--- src/verilog/sysck_pkg.sv ---
// constants and types of the system clock mode controller
// assumes a single core clock; all offsets are byte addresses on axi4-lite
package sysck_pkg;
    localparam int SYSCK_ADDR_W = 5;
    localparam logic [4:0] SYSCK_OFS_MODE = 5'h00;
    localparam logic [4:0] SYSCK_OFS_MODE1 = 5'h04;
    localparam logic [4:0] SYSCK_OFS_STAT = 5'h08;
    localparam logic [4:0] SYSCK_OFS_MASK = 5'h0c;
    localparam int SYSCK_HCLK_BIT = 0;
    localparam int SYSCK_IDLE_BIT = 1;
    localparam int SYSCK_HRDY_BIT = 2;
    localparam int SYSCK_LRDY_BIT = 3;
    localparam int SYSCK_FAST_BIT = 4;
    localparam int SYSCK_DIV_LSB = 5;
    localparam int SYSCK_KEEP_BIT = 0;
    localparam logic [7:0] SYSCK_MODE_RST = 8'h03;
    localparam logic [7:0] SYSCK_MODE_RO = 8'h0c;
    localparam logic [0:0] SYSCK_MODE1_RST = 1'h0;
    localparam logic [2:0] SYSCK_MASK_RST = 3'h0;
    localparam int SYSCK_EV_HRDY = 0;
    localparam int SYSCK_EV_LRDY = 1;
    localparam int SYSCK_EV_WAKE = 2;
    localparam int SYSCK_STAB_W = 11;
    localparam logic [10:0] SYSCK_HXT_STAB = 11'h400;
    localparam logic [10:0] SYSCK_HRC_STAB = 11'h010;
    localparam logic [10:0] SYSCK_LXT_STAB = 11'h400;
    localparam logic [10:0] SYSCK_INTERNAL_LOW_RC_STAB = 11'h002;
    localparam logic [2:0] SYSCK_DIV_FIRST_HIGH = 3'h2;
    localparam logic [1:0] SYSCK_RESP_OKAY = 2'h0;
    localparam logic [1:0] SYSCK_RESP_DECERR = 2'h3;

    typedef enum logic [1:0] {
        SYSCK_HOSC_CRYSTAL = 2'b00,
        SYSCK_HOSC_EXT_RC = 2'b01,
        SYSCK_HOSC_INT_RC = 2'b10
    } sysck_hosc_t;

    typedef enum logic [2:0] {
        SYSCK_ST_RUN = 3'b000,
        SYSCK_ST_IDLE_RUN = 3'b001,
        SYSCK_ST_IDLE_STOP = 3'b010,
        SYSCK_ST_SLEEP = 3'b011,
        SYSCK_ST_DEEP_SLEEP = 3'b100
    } sysck_state_t;
endpackage : sysck_pkg

--- src/verilog/sysck_stab_if.sv ---
// links one oscillator stabilisation counter to the controller
// assumes the controller drives enable, tick and target
`timescale 1ns/100ps
interface sysck_stab_if #(parameter int W = 11);
    logic enable;
    logic tick;
    logic [W-1:0] target;
    logic ready;
    modport ctr (input enable, input tick, input target, output ready);
    modport user (output enable, output tick, output target, input ready);
endinterface : sysck_stab_if

--- src/verilog/sysck_stab.sv ---
// counts oscillator ticks after enable until the oscillator is stable
// assumes tick is a one-cycle enable synchronous to clk
`timescale 1ns/100ps
module sysck_stab #(
    parameter int W = 11
) (
    input wire logic clk,
    input wire logic rst_n,
    sysck_stab_if.ctr stab
);
    logic [W-1:0] count_reg;
    logic [W-1:0] count_next;
    logic ready_reg;
    logic ready_next;

    always_comb begin
        count_next = count_reg;
        ready_next = ready_reg;
        // oscillator stopped: stability is lost at once
        if (!stab.enable) begin
            count_next = '0;
            ready_next = 1'b0;
        end else if (stab.tick && !ready_reg) begin
            count_next = count_reg + 1'b1;
            ready_next = (count_next == stab.target);
        end
    end

    always_ff @(posedge clk or negedge rst_n) begin
        if (!rst_n) begin
            count_reg <= '0;
            ready_reg <= 1'b0;
        end else begin
            count_reg <= count_next;
            ready_reg <= ready_next;
        end
    end

    assign stab.ready = ready_reg;
endmodule : sysck_stab

--- src/verilog/sysck_ctrl.sv ---
// system clock mode controller: mode register, clock select, halt modes
// assumes oscillator ticks and strobes are synchronous to CORE_CLK
//
// Overview of operation
// - divide codes: low clock, or high/64 to /2
// - high select bit picks undivided high clock
// - high oscillator stops when low clock used
// - fast wake runs on substitute low clock
// - low ready clear in deep sleep, then counts
// - high ready cleared at power-on, set stable
// - high ready clear asleep; 1024 or 16 cycles
// - halt enters idle or sleep by bit
// - idle keeps or stops system clock by bit
// - substitute clock until crystal ready, then switch
//
// Design decisions made here: register access over AXI4-Lite and the register offsets.
`timescale 1ns/100ps
module sysck_ctrl (
    input wire logic CORE_CLK,
    input wire logic RST_N,
    input wire logic [4:0] S_AXI_AWADDR,
    input wire logic S_AXI_AWVALID,
    output logic S_AXI_AWREADY,
    input wire logic [31:0] S_AXI_WDATA,
    input wire logic [3:0] S_AXI_WSTRB,
    input wire logic S_AXI_WVALID,
    output logic S_AXI_WREADY,
    output logic [1:0] S_AXI_BRESP,
    output logic S_AXI_BVALID,
    input wire logic S_AXI_BREADY,
    input wire logic [4:0] S_AXI_ARADDR,
    input wire logic S_AXI_ARVALID,
    output logic S_AXI_ARREADY,
    output logic [31:0] S_AXI_RDATA,
    output logic [1:0] S_AXI_RRESP,
    output logic S_AXI_RVALID,
    input wire logic S_AXI_RREADY,
    input wire logic HOSC_TICK,
    input wire logic LOSC_TICK,
    input wire logic [1:0] HOSC_TYPE,
    input wire logic LOSC_IS_CRYSTAL,
    input wire logic WDT_LVD_ON,
    input wire logic HALT_REQ,
    input wire logic WAKE_REQ,
    output logic SYS_CLK_EN,
    output logic CPU_RUN,
    output logic HIGH_OSC_EN,
    output logic LOW_OSC_EN,
    output logic SUB_CLK_ACTIVE,
    output logic IRQ
);
    sysck_stab_if #(.W(sysck_pkg::SYSCK_STAB_W)) hstab ();
    sysck_stab_if #(.W(sysck_pkg::SYSCK_STAB_W)) lstab ();

    sysck_stab #(.W(sysck_pkg::SYSCK_STAB_W)) u_hstab (
        .clk(CORE_CLK),
        .rst_n(RST_N),
        .stab(hstab)
    );
    sysck_stab #(.W(sysck_pkg::SYSCK_STAB_W)) u_lstab (
        .clk(CORE_CLK),
        .rst_n(RST_N),
        .stab(lstab)
    );

    sysck_pkg::sysck_state_t state_reg, state_next;
    logic [7:0] mode_reg, mode_next;
    logic keep_reg, keep_next;
    logic [2:0] stat_reg, stat_next;
    logic [2:0] mask_reg, mask_next;
    logic fast_reg, fast_next;
    logic [5:0] divcnt_reg, divcnt_next;
    logic hrdy_d_reg, lrdy_d_reg;
    logic sysen_reg, sysen_next;
    logic hen_reg, hen_next;
    logic len_reg, len_next;
    logic irq_reg;
    logic cpu_run_reg;
    logic aw_hold_reg, aw_hold_next;
    logic [4:0] aw_addr_reg, aw_addr_next;
    logic w_hold_reg, w_hold_next;
    logic [31:0] w_data_reg, w_data_next;
    logic w_strb_reg, w_strb_next;
    logic awready_reg, awready_next;
    logic wready_reg, wready_next;
    logic bvalid_reg, bvalid_next;
    logic [1:0] bresp_reg, bresp_next;
    logic arready_reg, arready_next;
    logic rvalid_reg, rvalid_next;
    logic [1:0] rresp_reg, rresp_next;
    logic [31:0] rdata_reg, rdata_next;

    logic hrdy, lrdy, hclk, idle_en, fast_en, high_needed, clk_on;
    logic div_tick, high_sel, aw_take, w_take, do_wr, ar_take;
    logic [2:0] div;
    logic [5:0] div_mask;
    logic [4:0] wa;
    logic [31:0] wd;
    logic [7:0] mode_rd;
    logic [2:0] events;

    assign hrdy = hstab.ready;
    assign lrdy = lstab.ready;
    assign hclk = mode_reg[sysck_pkg::SYSCK_HCLK_BIT];
    assign idle_en = mode_reg[sysck_pkg::SYSCK_IDLE_BIT];
    assign fast_en = mode_reg[sysck_pkg::SYSCK_FAST_BIT];
    assign div = mode_reg[sysck_pkg::SYSCK_DIV_LSB +: 3];
    assign high_needed = hclk || (div >= sysck_pkg::SYSCK_DIV_FIRST_HIGH);
    assign clk_on = (state_reg == sysck_pkg::SYSCK_ST_RUN)
        || (state_reg == sysck_pkg::SYSCK_ST_IDLE_RUN);
    // ready flags live in the counters, merged in on read
    assign mode_rd = mode_reg
        | ({7'h00, lrdy} << sysck_pkg::SYSCK_LRDY_BIT)
        | ({7'h00, hrdy} << sysck_pkg::SYSCK_HRDY_BIT);

    always_comb begin
        case (div)
            3'h2: div_mask = 6'h3f;
            3'h3: div_mask = 6'h1f;
            3'h4: div_mask = 6'h0f;
            3'h5: div_mask = 6'h07;
            3'h6: div_mask = 6'h03;
            3'h7: div_mask = 6'h01;
            default: div_mask = 6'h00;
        endcase
    end
    assign div_tick = HOSC_TICK && ((divcnt_reg & div_mask) == div_mask);
    assign high_sel = hclk ? HOSC_TICK : div_tick;

    // oscillator stabilisation counters
    always_comb begin
        hstab.enable = clk_on && high_needed;
        hstab.tick = HOSC_TICK;
        hstab.target = (HOSC_TYPE == sysck_pkg::SYSCK_HOSC_CRYSTAL)
            ? sysck_pkg::SYSCK_HXT_STAB : sysck_pkg::SYSCK_HRC_STAB;
        lstab.enable = (state_reg != sysck_pkg::SYSCK_ST_DEEP_SLEEP);
        lstab.tick = LOSC_TICK;
        lstab.target = LOSC_IS_CRYSTAL
            ? sysck_pkg::SYSCK_LXT_STAB : sysck_pkg::SYSCK_INTERNAL_LOW_RC_STAB;
    end

    // mode machine, clock selection and events
    always_comb begin
        state_next = state_reg;
        fast_next = fast_reg && !hrdy;
        divcnt_next = HOSC_TICK ? divcnt_reg + 6'h01 : divcnt_reg;
        events = 3'h0;
        events[sysck_pkg::SYSCK_EV_HRDY] = hrdy && !hrdy_d_reg;
        events[sysck_pkg::SYSCK_EV_LRDY] = lrdy && !lrdy_d_reg;
        case (state_reg)
            sysck_pkg::SYSCK_ST_RUN: begin
                if (HALT_REQ) begin
                    if (idle_en) begin
                        state_next = keep_reg
                            ? sysck_pkg::SYSCK_ST_IDLE_RUN
                            : sysck_pkg::SYSCK_ST_IDLE_STOP;
                    end else begin
                        // no watchdog or lvd: substitute clock stops too
                        state_next = WDT_LVD_ON
                            ? sysck_pkg::SYSCK_ST_SLEEP
                            : sysck_pkg::SYSCK_ST_DEEP_SLEEP;
                    end
                end
            end
            sysck_pkg::SYSCK_ST_IDLE_RUN,
            sysck_pkg::SYSCK_ST_IDLE_STOP,
            sysck_pkg::SYSCK_ST_SLEEP,
            sysck_pkg::SYSCK_ST_DEEP_SLEEP: begin
                if (WAKE_REQ) begin
                    state_next = sysck_pkg::SYSCK_ST_RUN;
                    events[sysck_pkg::SYSCK_EV_WAKE] = 1'b1;
                    // substitute clock only exists where it kept running
                    fast_next = fast_en && high_needed
                        && (HOSC_TYPE == sysck_pkg::SYSCK_HOSC_CRYSTAL)
                        && ((state_reg == sysck_pkg::SYSCK_ST_SLEEP)
                        || (state_reg == sysck_pkg::SYSCK_ST_IDLE_STOP));
                end
            end
            default: state_next = sysck_pkg::SYSCK_ST_RUN;
        endcase
        if (!clk_on) begin
            sysen_next = 1'b0;
        end else if (fast_reg && !hrdy) begin
            sysen_next = LOSC_TICK;
        end else if (high_needed) begin
            sysen_next = hrdy && high_sel;
        end else begin
            sysen_next = lrdy && LOSC_TICK;
        end
        hen_next = hstab.enable;
        len_next = lstab.enable;
    end

    // axi4-lite slave: address and data taken in either order
    assign aw_take = S_AXI_AWVALID && awready_reg;
    assign w_take = S_AXI_WVALID && wready_reg;
    assign wa = aw_hold_reg ? aw_addr_reg : S_AXI_AWADDR;
    assign wd = w_hold_reg ? w_data_reg : S_AXI_WDATA;
    assign do_wr = (aw_hold_reg || aw_take) && (w_hold_reg || w_take)
        && !bvalid_reg;
    assign ar_take = S_AXI_ARVALID && arready_reg;

    always_comb begin
        aw_hold_next = aw_hold_reg || aw_take;
        aw_addr_next = aw_take ? S_AXI_AWADDR : aw_addr_reg;
        w_hold_next = w_hold_reg || w_take;
        w_data_next = w_take ? S_AXI_WDATA : w_data_reg;
        w_strb_next = w_take ? S_AXI_WSTRB[0] : w_strb_reg;
        bvalid_next = bvalid_reg && !S_AXI_BREADY;
        bresp_next = bresp_reg;
        mode_next = mode_reg;
        keep_next = keep_reg;
        mask_next = mask_reg;
        stat_next = stat_reg;
        if (do_wr) begin
            aw_hold_next = 1'b0;
            w_hold_next = 1'b0;
            bvalid_next = 1'b1;
            bresp_next = sysck_pkg::SYSCK_RESP_OKAY;
            if (w_take ? S_AXI_WSTRB[0] : w_strb_reg) begin
                case (wa)
                    sysck_pkg::SYSCK_OFS_MODE:
                        mode_next = wd[7:0] & ~sysck_pkg::SYSCK_MODE_RO;
                    sysck_pkg::SYSCK_OFS_MODE1:
                        keep_next = wd[sysck_pkg::SYSCK_KEEP_BIT];
                    sysck_pkg::SYSCK_OFS_STAT:
                        stat_next = stat_reg & ~wd[2:0];
                    sysck_pkg::SYSCK_OFS_MASK: mask_next = wd[2:0];
                    default: bresp_next = sysck_pkg::SYSCK_RESP_DECERR;
                endcase
            end
            if (wa > sysck_pkg::SYSCK_OFS_MASK || wa[1:0] != 2'h0) begin
                bresp_next = sysck_pkg::SYSCK_RESP_DECERR;
            end
        end
        // a new event beats a clear in the same cycle
        stat_next = stat_next | events;
        awready_next = !aw_hold_next && !bvalid_next;
        wready_next = !w_hold_next && !bvalid_next;
        rvalid_next = rvalid_reg && !S_AXI_RREADY;
        rdata_next = rdata_reg;
        rresp_next = rresp_reg;
        if (ar_take) begin
            rvalid_next = 1'b1;
            rresp_next = sysck_pkg::SYSCK_RESP_OKAY;
            case (S_AXI_ARADDR)
                sysck_pkg::SYSCK_OFS_MODE: rdata_next = {24'h000000, mode_rd};
                sysck_pkg::SYSCK_OFS_MODE1: rdata_next = {31'h0, keep_reg};
                sysck_pkg::SYSCK_OFS_STAT: rdata_next = {29'h0, stat_reg};
                sysck_pkg::SYSCK_OFS_MASK: rdata_next = {29'h0, mask_reg};
                default: begin
                    rdata_next = 32'h00000000;
                    rresp_next = sysck_pkg::SYSCK_RESP_DECERR;
                end
            endcase
        end
        arready_next = !rvalid_next;
    end

    always_ff @(posedge CORE_CLK or negedge RST_N) begin
        if (!RST_N) begin
            state_reg <= sysck_pkg::SYSCK_ST_RUN;
            mode_reg <= sysck_pkg::SYSCK_MODE_RST;
            keep_reg <= sysck_pkg::SYSCK_MODE1_RST;
            stat_reg <= 3'h0;
            mask_reg <= sysck_pkg::SYSCK_MASK_RST;
            fast_reg <= 1'b0;
            divcnt_reg <= 6'h00;
            hrdy_d_reg <= 1'b0;
            lrdy_d_reg <= 1'b0;
            sysen_reg <= 1'b0;
            hen_reg <= 1'b0;
            len_reg <= 1'b0;
            irq_reg <= 1'b0;
            cpu_run_reg <= 1'b1;
            aw_hold_reg <= 1'b0;
            aw_addr_reg <= 5'h00;
            w_hold_reg <= 1'b0;
            w_data_reg <= 32'h00000000;
            w_strb_reg <= 1'b0;
            awready_reg <= 1'b0;
            wready_reg <= 1'b0;
            bvalid_reg <= 1'b0;
            bresp_reg <= 2'h0;
            arready_reg <= 1'b0;
            rvalid_reg <= 1'b0;
            rresp_reg <= 2'h0;
            rdata_reg <= 32'h00000000;
        end else begin
            state_reg <= state_next;
            mode_reg <= mode_next;
            keep_reg <= keep_next;
            stat_reg <= stat_next;
            mask_reg <= mask_next;
            fast_reg <= fast_next;
            divcnt_reg <= divcnt_next;
            hrdy_d_reg <= hrdy;
            lrdy_d_reg <= lrdy;
            sysen_reg <= sysen_next;
            hen_reg <= hen_next;
            len_reg <= len_next;
            irq_reg <= |(stat_next & mask_next);
            // registered copy of the run decode, same edge as the state
            cpu_run_reg <= (state_next == sysck_pkg::SYSCK_ST_RUN);
            aw_hold_reg <= aw_hold_next;
            aw_addr_reg <= aw_addr_next;
            w_hold_reg <= w_hold_next;
            w_data_reg <= w_data_next;
            w_strb_reg <= w_strb_next;
            awready_reg <= awready_next;
            wready_reg <= wready_next;
            bvalid_reg <= bvalid_next;
            bresp_reg <= bresp_next;
            arready_reg <= arready_next;
            rvalid_reg <= rvalid_next;
            rresp_reg <= rresp_next;
            rdata_reg <= rdata_next;
        end
    end

    assign S_AXI_AWREADY = awready_reg;
    assign S_AXI_WREADY = wready_reg;
    assign S_AXI_BVALID = bvalid_reg;
    assign S_AXI_BRESP = bresp_reg;
    assign S_AXI_ARREADY = arready_reg;
    assign S_AXI_RVALID = rvalid_reg;
    assign S_AXI_RRESP = rresp_reg;
    assign S_AXI_RDATA = rdata_reg;
    assign SYS_CLK_EN = sysen_reg;
    assign CPU_RUN = cpu_run_reg;
    assign HIGH_OSC_EN = hen_reg;
    assign LOW_OSC_EN = len_reg;
    assign SUB_CLK_ACTIVE = fast_reg;
    assign IRQ = irq_reg;
endmodule : sysck_ctrl

--- config.mk ---
export PLATFORM = sky130hd
export DESIGN_NAME = sysck_ctrl
export DESIGN_NICKNAME = d
export VERILOG_FILES = /design/src/verilog/sysck_pkg.sv /design/src/verilog/sysck_stab_if.sv /design/src/verilog/sysck_stab.sv /design/src/verilog/sysck_ctrl.sv
export SDC_FILE = /design/constraint.sdc
export NUM_CORES = 1
export LEC_CHECK = 0
export ABC_CLOCK_PERIOD_IN_PS = 3100
export BUFFER_PORTS_ARGS = -buffer_cell sky130_fd_sc_hd__buf_4
export CORE_ASPECT_RATIO = 2
export CORE_MARGIN = 3
export CORE_UTILIZATION = 45
export DETAILED_ROUTE_END_ITERATION = 8
export PLACE_DENSITY = 0.8
export SLEW_MARGIN = 15
export SYNTH_ARGS = -nofsm -noshare
export SYNTH_HDL_FRONTEND = slang
export SYNTH_SLANG_ARGS = --single-unit
--- constraint.sdc ---
create_clock -name CORE_CLK -period 3.1 [get_ports CORE_CLK]
set_input_delay 0.62 -clock CORE_CLK [delete_from_list [all_inputs] [get_ports CORE_CLK]]
set_output_delay 0.62 -clock CORE_CLK [all_outputs]
set_load 0.005 [all_outputs]
==> results of run 1 <==
-- per-stage QoR --
stage	instance area [um^2]	cells	power (mW)	util	hold slack [ps]
floorplan	4360	435	2.56	-	324
global placement	4660	556	2.86	0.510	457
detailed placement	4660	556	2.94	0.510	475
CTS	4960	572	4.02	0.543	483
global route	4990	573	4.25	0.546	185
finish	4990	573	3.99	0.546	166
-- synth_stat cells, types with 4 or more instances --
cell and n:
inv_1 16, nand2_1 29, nand3_1 11, buf_4 26, a21oi_1 13, mux2_2 26, nand4_1 8, ha_1 4
xnor2_1 15, nor3_1 15, nor2_1 38, or4_1 4, o21ai_0 19, clkbuf_1 9, xor2_1 15, nor2b_1 4
a22o_1 7, dfrtp_1 81, mux2i_1 8, or3_1 9
-- logic make-up after synthesis --
family                   count (synthesis)
flip-flops                              84
adder cells (fa/ha/maj)                  4
other                                    1
AND/OR/NAND/NOR                        136
multiplexers                            36
AO/OA/AOI/OAI                           67
XOR/XNOR                                30
buffers and inverters                   54
-- final cells by class --
cell class | instances | area, um^2 | share of cell area
Sequential cell | 84 | 2110 | 0.422
Multi-Input combinational cell | 297 | 1940 | 0.389
Timing Repair Buffer | 58 | 455 | 0.0913
Clock buffer | 13 | 250 | 0.0502
Tap cell | 102 | 128 | 0.0256
Inverter | 16 | 60.1 | 0.0120
Clock inverter | 3 | 46.3 | 0.00928
-- final timing paths --
check	start	end
max	aw_hold_reg$_DFF_PN0_	IRQ$_DFF_PN0_
min	RST_N	aw_addr_reg[0]$_DFFE_PN0P_
max reg2reg	aw_hold_reg$_DFF_PN0_	IRQ$_DFF_PN0_
min reg2reg	divcnt_reg[4]$_DFFE_PN0P_	divcnt_reg[4]$_DFFE_PN0P_
max in group asynchronous	RST_N	mode_reg[1]$_DFFE_PN1P_
min in group CORE_CLK	divcnt_reg[4]$_DFFE_PN0P_	divcnt_reg[4]$_DFFE_PN0P_
-- power by group through the flow --
stage,registers [mW],clock network (mW),logic [mW]
after floorplan,1.65,0,0.907
after global placement,1.74,0,1.12
after detailed placement,1.77,0,1.17
after CTS,1.75,1.09,1.18
after global routing,1.80,1.13,1.32
final,1.75,1.07,1.17
-- routing by layer --
| metal | global-route usage | vias up | share of wire |
|---|---|---|---|
| met2 | 0.310 | 106 | 0.55 |
| li1 | - | 1514 | - |
| met5 | 0 | - | 0 |
| met4 | 0.0976 | 0 | 0.040 |
| met1 | 0.186 | 1546 | 0.35 |
| met3 | 0.0553 | 24 | 0.063 |
==> results.json, run 1 <==
{
  "finalMaxSlewViolations": 0,
  "viasPerCell": 5.57,
  "cts_buffer_depth": 2,
  "fin_skew_ps": 7.81,
  "cts_setup_buffers": 0,
  "synth_compound_area_frac": 0.106,
  "yosys_warnings": 0,
  "worstSetupPathType": "reg2reg",
  "grt_pass1_wl_um": 14700,
  "drive_above_1_share": 0.234,
  "grt_setup_unrepaired": "no",
  "crit_arrival_ps": 2900,
  "max_stage_delay_ps": 670,
  "cts_buffers": 9,
  "avgSynthCellArea_um2": 10.4,
  "synth.top_cell.area_share": 0.475,
  "avgRoutedWirePerCell_um": 15.6,
  "max_cap_viol_count": 0,
  "setup_tns_ps": 0,
  "vdd_drop_max_mv": 0.357,
  "p_seq_frac": 0.439,
  "async_flop_share": 1.00,
  "die_w_um": 74.9,
  "p_per_area_nw_per_um2": 800,
  "clockPowerShare": 0.268,
  "crit_path_top_delay_cell": "or4_1",
  "synth_top_family_by_area": "simple AND/OR/NAND/NOR gates",
  "path_cells": "mux2i_1 -> or4b_4 -> or4_1 -> mux2_4 -> a211o_1",
  "cts_resized": 0,
  "ant_nets": 0,
  "synth_area_leaders": "dfrtp_1 47%, mux2_2 6.9%, buf_4 4.6%",
  "synthCells": 412,
  "layout_common_cells": "81 x dfrtp_1, 57 x buf_4, 38 x nor2_1",
  "first_iter_violations": 152,
  "die_area_um2": 10800,
  "setup-violations-final": 0,
  "cp_num_buf_inv": 0,
  "rr_worst_depth": 5,
  "cp_top_family": "simple AND/OR/NAND/NOR gates",
  "status": "finished clean",
  "initial_core_util": 0.467,
  "fmax_mhz": 374,
  "synthFlopType": "dfrtp_1",
  "synthSimpleGateAreaFrac": 0.158,
  "cts_hold_buf": 0,
  "numPortBuffers": 55,
  "route.detailed.drc": 0,
  "hold_viol_final": 0,
  "clkTransAtPathRegs_ps": 60,
  "muxShareOfSynthArea": 0.0961,
  "synth_area_um2": 4270,
  "combPwrFrac": 0.293,
  "cp_num_cells": 5,
  "vias": 3190,
  "place_ws_ps": 308,
  "start_kind": "flop",
  "cts_tree": "built",
  "htree_levels": 3,
  "grt_pass1_vias": 3229,
  "internal_power_mw": 2.68,
  "synthAdderAreaFrac": 0.0117,
  "maxSlewHeadroom": 0.568,
  "rows": 49,
  "antenna_found_initial": 0,
  "cp.required_ps": 3320,
  "area_growth_pct": 16.8,
  "n_fill_cell": 771,
  "grt_util_all_layers": 0.179,
  "p_sw_mw": 1.31,
  "r2r_slack_ps": 430,
  "crit_fanout": 7,
  "grt_max_degree": 85,
  "synth.distinct_cells": 52,
  "finalNetCount": 531,
  "synth_xor_area_frac": 0.0615,
  "ys_seq_area_frac": 0.493,
  "diodes": 0,
  "clock_sinks": 84,
  "synth-edff-count": 0,
  "root_buffer": "clkbuf_16",
  "core-area_um2": 9140,
  "fin_ws_ps": 426,
  "p_sw_frac": 0.328,
  "first_pass_iters": 5,
  "io-pin-count": 108,
  "worstSetupEndpointType": "flop",
  "worst_skew_pair.late_latency_ps": 340,
  "hpwlAfterDp_um": 6660,
  "final_common_cell": "dfrtp_1",
  "synth_area_leader_cell": "dfrtp_1",
  "period_share": 0.863,
  "synth-seq-cells": 84,
  "die_y_um": 144,
  "p_leak_nw": 2.29,
  "gp_congestion": 0.843,
  "hp-class": "in2async",
  "period_needed_ps": 2670,
  "worst_pin_slew_ps": 630,
  "grt-ovfl-total": 0,
  "routed_wl_um": 8930
}
No activity file was read; power rests on OpenSTA's default activity.
==> inputs of run 2 (changes only) <==
ABC_AREA = 1   (was unset)
==> run 2 against run 1 <==
Critical path depth rose by 3. Highest routed layer unchanged. Flip-flop and latch count did not move. Largest power group unchanged. Routed wire length rose by 11%. Combinational power rose by 4%. First-iteration DRC count rose by 40%. Clock skew fell by 3.3 ps. Count of clock-buffer cells in the layout fell by 2. Die area rose by 1.8%.
==> results.json, run 2 <==
{
  "status": "finished clean",
  "numPortBuffers": 55,
  "grt_util_all_layers": 0.194,
  "setup.worst_path.end": "u_hstab.count_reg[0]$_DFFE_PN0P_",
  "period_share": 0.655,
  "cts_buffer_depth": 2,
  "synthTopCellsByCount": "142 x nand2_1, 81 x dfrtp_1, 67 x inv_1",
  "area_growth_pct": 15.9,
  "die_w_um": 75.5,
  "cts_resized": 0,
  "n_fill_cell": 859,
  "final_common_cell": "nand2_1",
  "crit_path_frequent_cell": "nand2_1",
  "grt_setup_unrepaired": "no",
  "core-area_um2": 9380,
  "startpoint": "state_reg[1]$_DFF_PN0_",
  "crit_fanout": 12,
  "r2r-end": "u_hstab.count_reg[0]$_DFFE_PN0P_",
  "muxShareOfSynthArea": 0.0221,
  "synth-seq-cells": 84,
  "fin_ws_ps": 1070,
  "p_leak_nw": 2.51,
  "r2r_start": "state_reg[1]$_DFF_PN0_",
  "ys_seq_area_frac": 0.484,
  "grt_pass1_vias": 3805,
  "synthCells": 533,
  "holdWs_ps": 316,
  "avgRoutedWirePerCell_um": 14.3,
  "cp_top_family": "simple AND/OR/NAND/NOR gates",
  "worst_pin_slew_ps": 752,
  "drive_above_1_share": 0.150,
  "root_buffer": "clkbuf_16",
  "max_cap_viol_count": 0,
  "setup-violations-final": 0,
  "max_stage_delay_ps": 400,
  "place_ws_ps": 832,
  "gp_congestion": 0.859,
  "start_kind": "flop",
  "route.detailed.drc": 0,
  "cts_setup_buffers": 0,
  "finalMaxSlewViolations": 0,
  "synth.top_cell.area_share": 0.466,
  "clkTransAtPathRegs_ps": 60,
  "r2r_slack_ps": 1070,
  "synthAdderAreaFrac": 0.0115,
  "synth.distinct_cells": 37,
  "cp.required_ps": 3300,
  "first_iter_violations": 213,
  "synth_area_um2": 4350,
  "hold_viol_final": 0,
  "rows": 50,
  "rr_worst_depth": 8,
  "initial_core_util": 0.464,
  "cts_hold_buf": 0,
  "viasPerCell": 5.28,
  "htree_levels": 3,
  "crit_path_top_delay_cell": "nand2_1",
  "fin_skew_ps": 4.48,
  "cp_num_cells": 8,
  "cts_tree": "built",
  "clock_sinks": 84,
  "synth-edff-count": 0,
  "diodes": 0,
  "grt_pass1_wl_um": 16600,
  "die_y_um": 145,
  "vias": 3687,
  "worstSetupEndpointType": "flop",
  "worst_skew_pair.late_latency_ps": 330,
  "hp-class": "in2async",
  "synthSimpleGateAreaFrac": 0.230,
  "crit_arrival_ps": 2230,
  "vdd_drop_max_mv": 0.486,
  "async_flop_share": 1.00,
  "die_area_um2": 11000,
  "synth_area_leader_cell": "dfrtp_1",
  "p_total_mw": 3.91,
  "grt_max_degree": 85,
  "yosys_warnings": 0,
  "layout_common_cells": "142 x nand2_1, 81 x dfrtp_1, 67 x inv_1",
  "fmax_mhz": 492,
  "synth_top_family_by_area": "simple AND/OR/NAND/NOR gates",
  "synthFlopType": "dfrtp_1",
  "p_per_area_nw_per_um2": 776,
  "path_cells": "nor2_1 -> nand2_1 -> nand2_1 -> nand2_1 -> inv_1 -> nand2_1 -> nand2_1 -> o21ai_0",
  "synth_area_leaders": "dfrtp_1 47%, nand2_1 12%, inv_1 5.8%",
  "worstSetupPathType": "reg2reg",
  "first_pass_iters": 5,
  "avgSynthCellArea_um2": 8.16,
  "ant_nets": 0,
  "setup_tns_ps": 0,
  "synth_xor_area_frac": 0.0221,
  "hpwlAfterDp_um": 7500,
  "synth_compound_area_frac": 0.118,
  "io-pin-count": 108,
  "routed_wl_um": 9960,
  "antenna_found_initial": 0,
  "grt-ovfl-total": 0,
  "cp_num_buf_inv": 1,
  "cts_buffers": 9,
  "maxSlewHeadroom": 0.498,
  "yosysMostFrequentCell": "nand2_1",
  "finalNetCount": 654,
  "period_needed_ps": 2030
}
run 2: cell types whose count changed after synthesis, sizes merged, moves of 6 or more:
cell and delta:
xnor2 -10, a22o -6, xor2 -9, o22ai +14
inv +53, nand2 +115, mux2 -22, nand3 +14
o21ai +33, nor3 -12, or3 -9
run 2: where the power goes:
| part | total (mW) | switching [mW] | internal (mW) | leakage [nW] |
|---|---|---|---|---|
| logic | 1.22 | 0.743 | 0.478 | 1.31 |
| clock network | 1.03 | 0.414 | 0.620 | 0.139 |
| registers | 1.66 | 0.239 | 1.42 | 1.07 |
run 2: stage by stage:
step,util,cells,cell area [um^2]
6_report,0.537,698,5040
5_1_grt,0.537,698,5040
4_1_cts,0.537,698,5040
3_5_place_dp,0.506,682,4750
3_3_place_gp,0.506,682,4750
2_1_floorplan,-,556,4440
run 2: worst min-delay path by stage:
stage / start / end / slack, ps / cells past startpoint
4_1_cts: u_hstab.stab.ready$_DFFE_PN0P_ / hrdy_d_reg$_DFF_PN0_ / 420 / 0
3_3_place_gp: u_hstab.stab.ready$_DFFE_PN0P_ / hrdy_d_reg$_DFF_PN0_ / 390 / 0
6_report: RST_N / S_AXI_RDATA[5]$_DFFE_PN0P_ / 320 / 1
5_1_grt: RST_N / S_AXI_RDATA[5]$_DFFE_PN0P_ / 390 / 1
2_1_floorplan: RST_N / HIGH_OSC_EN$_DFF_PN0_ / 320 / 0
3_5_place_dp: u_hstab.stab.ready$_DFFE_PN0P_ / hrdy_d_reg$_DFF_PN0_ / 400 / 0
run 2: worst register-to-register path, stage by stage, from the launching register on:
cell     delay, ps
dfrtp_1        390
nor2_1         250
nand2_1        110
nand2_1        100
nand2_1         70
inv_1          130
nand2_1        290
nand2_1        400
o21ai_0        140
run 2: final cells by class:
cell class	count	area, um^2	share of cell area
flip-flops and latches	84	2110	0.418
multi-input cells	370	1840	0.366
repair buffers	55	417	0.0827
inverters	69	259	0.0514
clock buffers	11	233	0.0462
well taps	104	130	0.0258
clock inverters	5	52.6	0.0104
run 2: cell families after synthesis:
kind of cell    Yosys count
buf+inv                 102
compound gates           91
xor+xnor                 11
mux                       9
other cells               1
fa+ha+maj                 4
simple gates            231
flops                    84
run 2: routing by layer:
metal / vias to the layer above / wire length, um / global-route usage
li1: 1781 / - / -
met1: 1729 / 3640 / 0.200
met2: 138 / 5440 / 0.339
met3: 39 / 430 / 0.0326
met4: 0 / 437 / 0.122
met5: - / 0 / 0
==> inputs of run 3 (changes only) <==
ABC_CLOCK_PERIOD_IN_PS = 1870   (was 3100)
clock period = 1.87 ns   (was 3.1 ns; I/O delays follow)
==> run 3 against run 2 <==
Sequential share of layout area down 1.8 points. Worst setup slack got worse by 950 ps. Sequential power grew 63%. Flip-flop and latch count did not move. Register-to-register slack worse by 950 ps. First-iteration DRC count shrank 4.2%. Clock skew is 2.0 ps higher.
==> results.json, run 3 (synthesis gave the netlist of run 2 again) <==
{
  "grt_pass1_vias": 3855,
  "vias": 3704,
  "hp-class": "in2reg",
  "crit_path_top_delay_cell": "dfrtp_1",
  "avgRoutedWirePerCell_um": 13.9,
  "hold_end": "S_AXI_BVALID$_DFF_PN0_",
  "worstSetupPathType": "reg2reg",
  "numPortBuffers": 55,
  "diodes": 0,
  "cts_buffers": 9,
  "design_area_um2": 5280,
  "p_leak_nw": 2.63,
  "grt_max_degree": 37,
  "viasPerCell": 5.19,
  "clkTransAtPathRegs_ps": 60,
  "r2r-end": "u_lstab.stab.ready$_DFFE_PN0P_",
  "fin_ws_ps": 114,
  "rr_worst_depth": 9,
  "crit_arrival_ps": 2040,
  "final_common_cell": "nand2_1",
  "grt_pass1_wl_um": 16700,
  "holdWs_ps": 220,
  "htree_levels": 3,
  "period_needed_ps": 1760,
  "cts_setup_buffers": 0,
  "grt_util_all_layers": 0.194,
  "grt_setup_unrepaired": "no",
  "clock_sinks": 84,
  "hpwlAfterDp_um": 7670,
  "ant_nets": 0,
  "die_y_um": 145,
  "routed_wl_um": 9960,
  "crit_path_frequent_cell": "nand2_1",
  "area_growth_pct": 21.3,
  "vdd_drop_max_mv": 1.04,
  "gp_congestion": 0.847,
  "worstSetupEndpointType": "flop",
  "cp.required_ps": 2150,
  "final-instance-count-excl-fill": 714,
  "start_kind": "flop",
  "place_ws_ps": 86.6,
  "hold_depth": 2,
  "r2r_start": "u_lstab.count_reg[1]$_DFFE_PN0P_",
  "layout_common_cells": "142 x nand2_1, 79 x dfrtp_1, 69 x buf_4",
  "cts_tree": "built",
  "max_stage_delay_ps": 390,
  "core-area_um2": 9380,
  "drive_above_1_share": 0.184,
  "crit_fanout": 4,
  "r2r_slack_ps": 110,
  "setup_tns_ps": 0,
  "finalMaxSlewViolations": 0,
  "route.detailed.drc": 0,
  "fmax_mhz": 569,
  "final_util": 0.562,
  "first_iter_violations": 204,
  "hold_viol_final": 0,
  "rows": 50,
  "fin_skew_ps": 6.44,
  "period_share": 0.939,
  "n_fill_cell": 824,
  "initial_core_util": 0.464,
  "p_total_mw": 7.09,
  "root_buffer": "clkbuf_16",
  "dp_cells": 697,
  "max_cap_viol_count": 0,
  "path_cells": "ha_1 -> inv_1 -> nor2_2 -> nand2_1 -> xor2_1 -> nand3_1 -> nor2_1 -> nand4_1 -> nand2_1",
  "cts_buffer_depth": 2,
  "die_w_um": 75.5,
  "p_per_area_nw_per_um2": 1340,
  "antenna_found_initial": 0,
  "worst_skew_pair.late_latency_ps": 340,
  "setup-violations-final": 0,
  "startpoint": "u_lstab.count_reg[1]$_DFFE_PN0P_",
  "die_area_um2": 11000,
  "status": "finished clean",
  "grt-ovfl-total": 0,
  "finalNetCount": 670,
  "dpl_cell_area_um2": 4880,
  "min_from": "S_AXI_BREADY",
  "io-pin-count": 108,
  "first_pass_iters": 5
}
-- run 3: cell types whose count changed in the layout (fill, tap and decap cells not counted), sizes merged --
cell / change
buf: +15
bufinv: +3
clkinv: -3
clkbuf: -2
inv: +2
dlygate4sd3: +1
-- run 3: repair_timing --
action,4_1_cts,5_1_grt
gates resized for setup,0,7
endpoints found under the setup margin,0,3
hold endpoints to repair,28,0
hold buffers,1,0
-- run 3: routing by layer --
layer / track usage / routed length (um)
met1: 0.200 / 3590
met2: 0.361 / 5720
met3: 0.0395 / 456
met4: 0.0744 / 193
met5: 0 / 0
-- run 3: power breakdown --
group          leakage [nW]  internal, mW  switching (mW)
Clock                 0.177          1.45           0.755
Sequential             1.06          2.36           0.357
Combinational          1.39         0.900            1.27
Total                  2.63          4.71            2.38
-- run 3: worst max-delay path by stage --
stage                                     end  slack [ps]
3_3_place_gp   u_lstab.stab.ready$_DFFE_PN0P_         170
3_5_place_dp   u_lstab.stab.ready$_DFFE_PN0P_          90
4_1_cts        u_lstab.stab.ready$_DFFE_PN0P_          50
2_1_floorplan  u_hstab.stab.ready$_DFFE_PN0P_         310
5_1_grt                         IRQ$_DFF_PN0_          10
6_report       u_lstab.stab.ready$_DFFE_PN0P_         110
-- run 3: worst max-delay path: cells and delay by family, from the launching register on --
family / cells / cell delay [ps]
adder cells (fa/ha/maj): 1 / 260
XOR/XNOR: 1 / 190
buffers and inverters: 1 / 70
AND/OR/NAND/NOR: 6 / 790
flip-flops: 1 / 390
-- run 3: layout make-up --
class / instances / area [um^2] / share of cell area
sequential: 84 / 2110 / 0.400
timing repair buffer: 71 / 548 / 0.104
clock buffer: 9 / 225 / 0.0427
inverter: 69 / 259 / 0.0491
multi-input combinational: 370 / 1860 / 0.353
tap: 104 / 130 / 0.0247
clock inverter: 7 / 145 / 0.0275
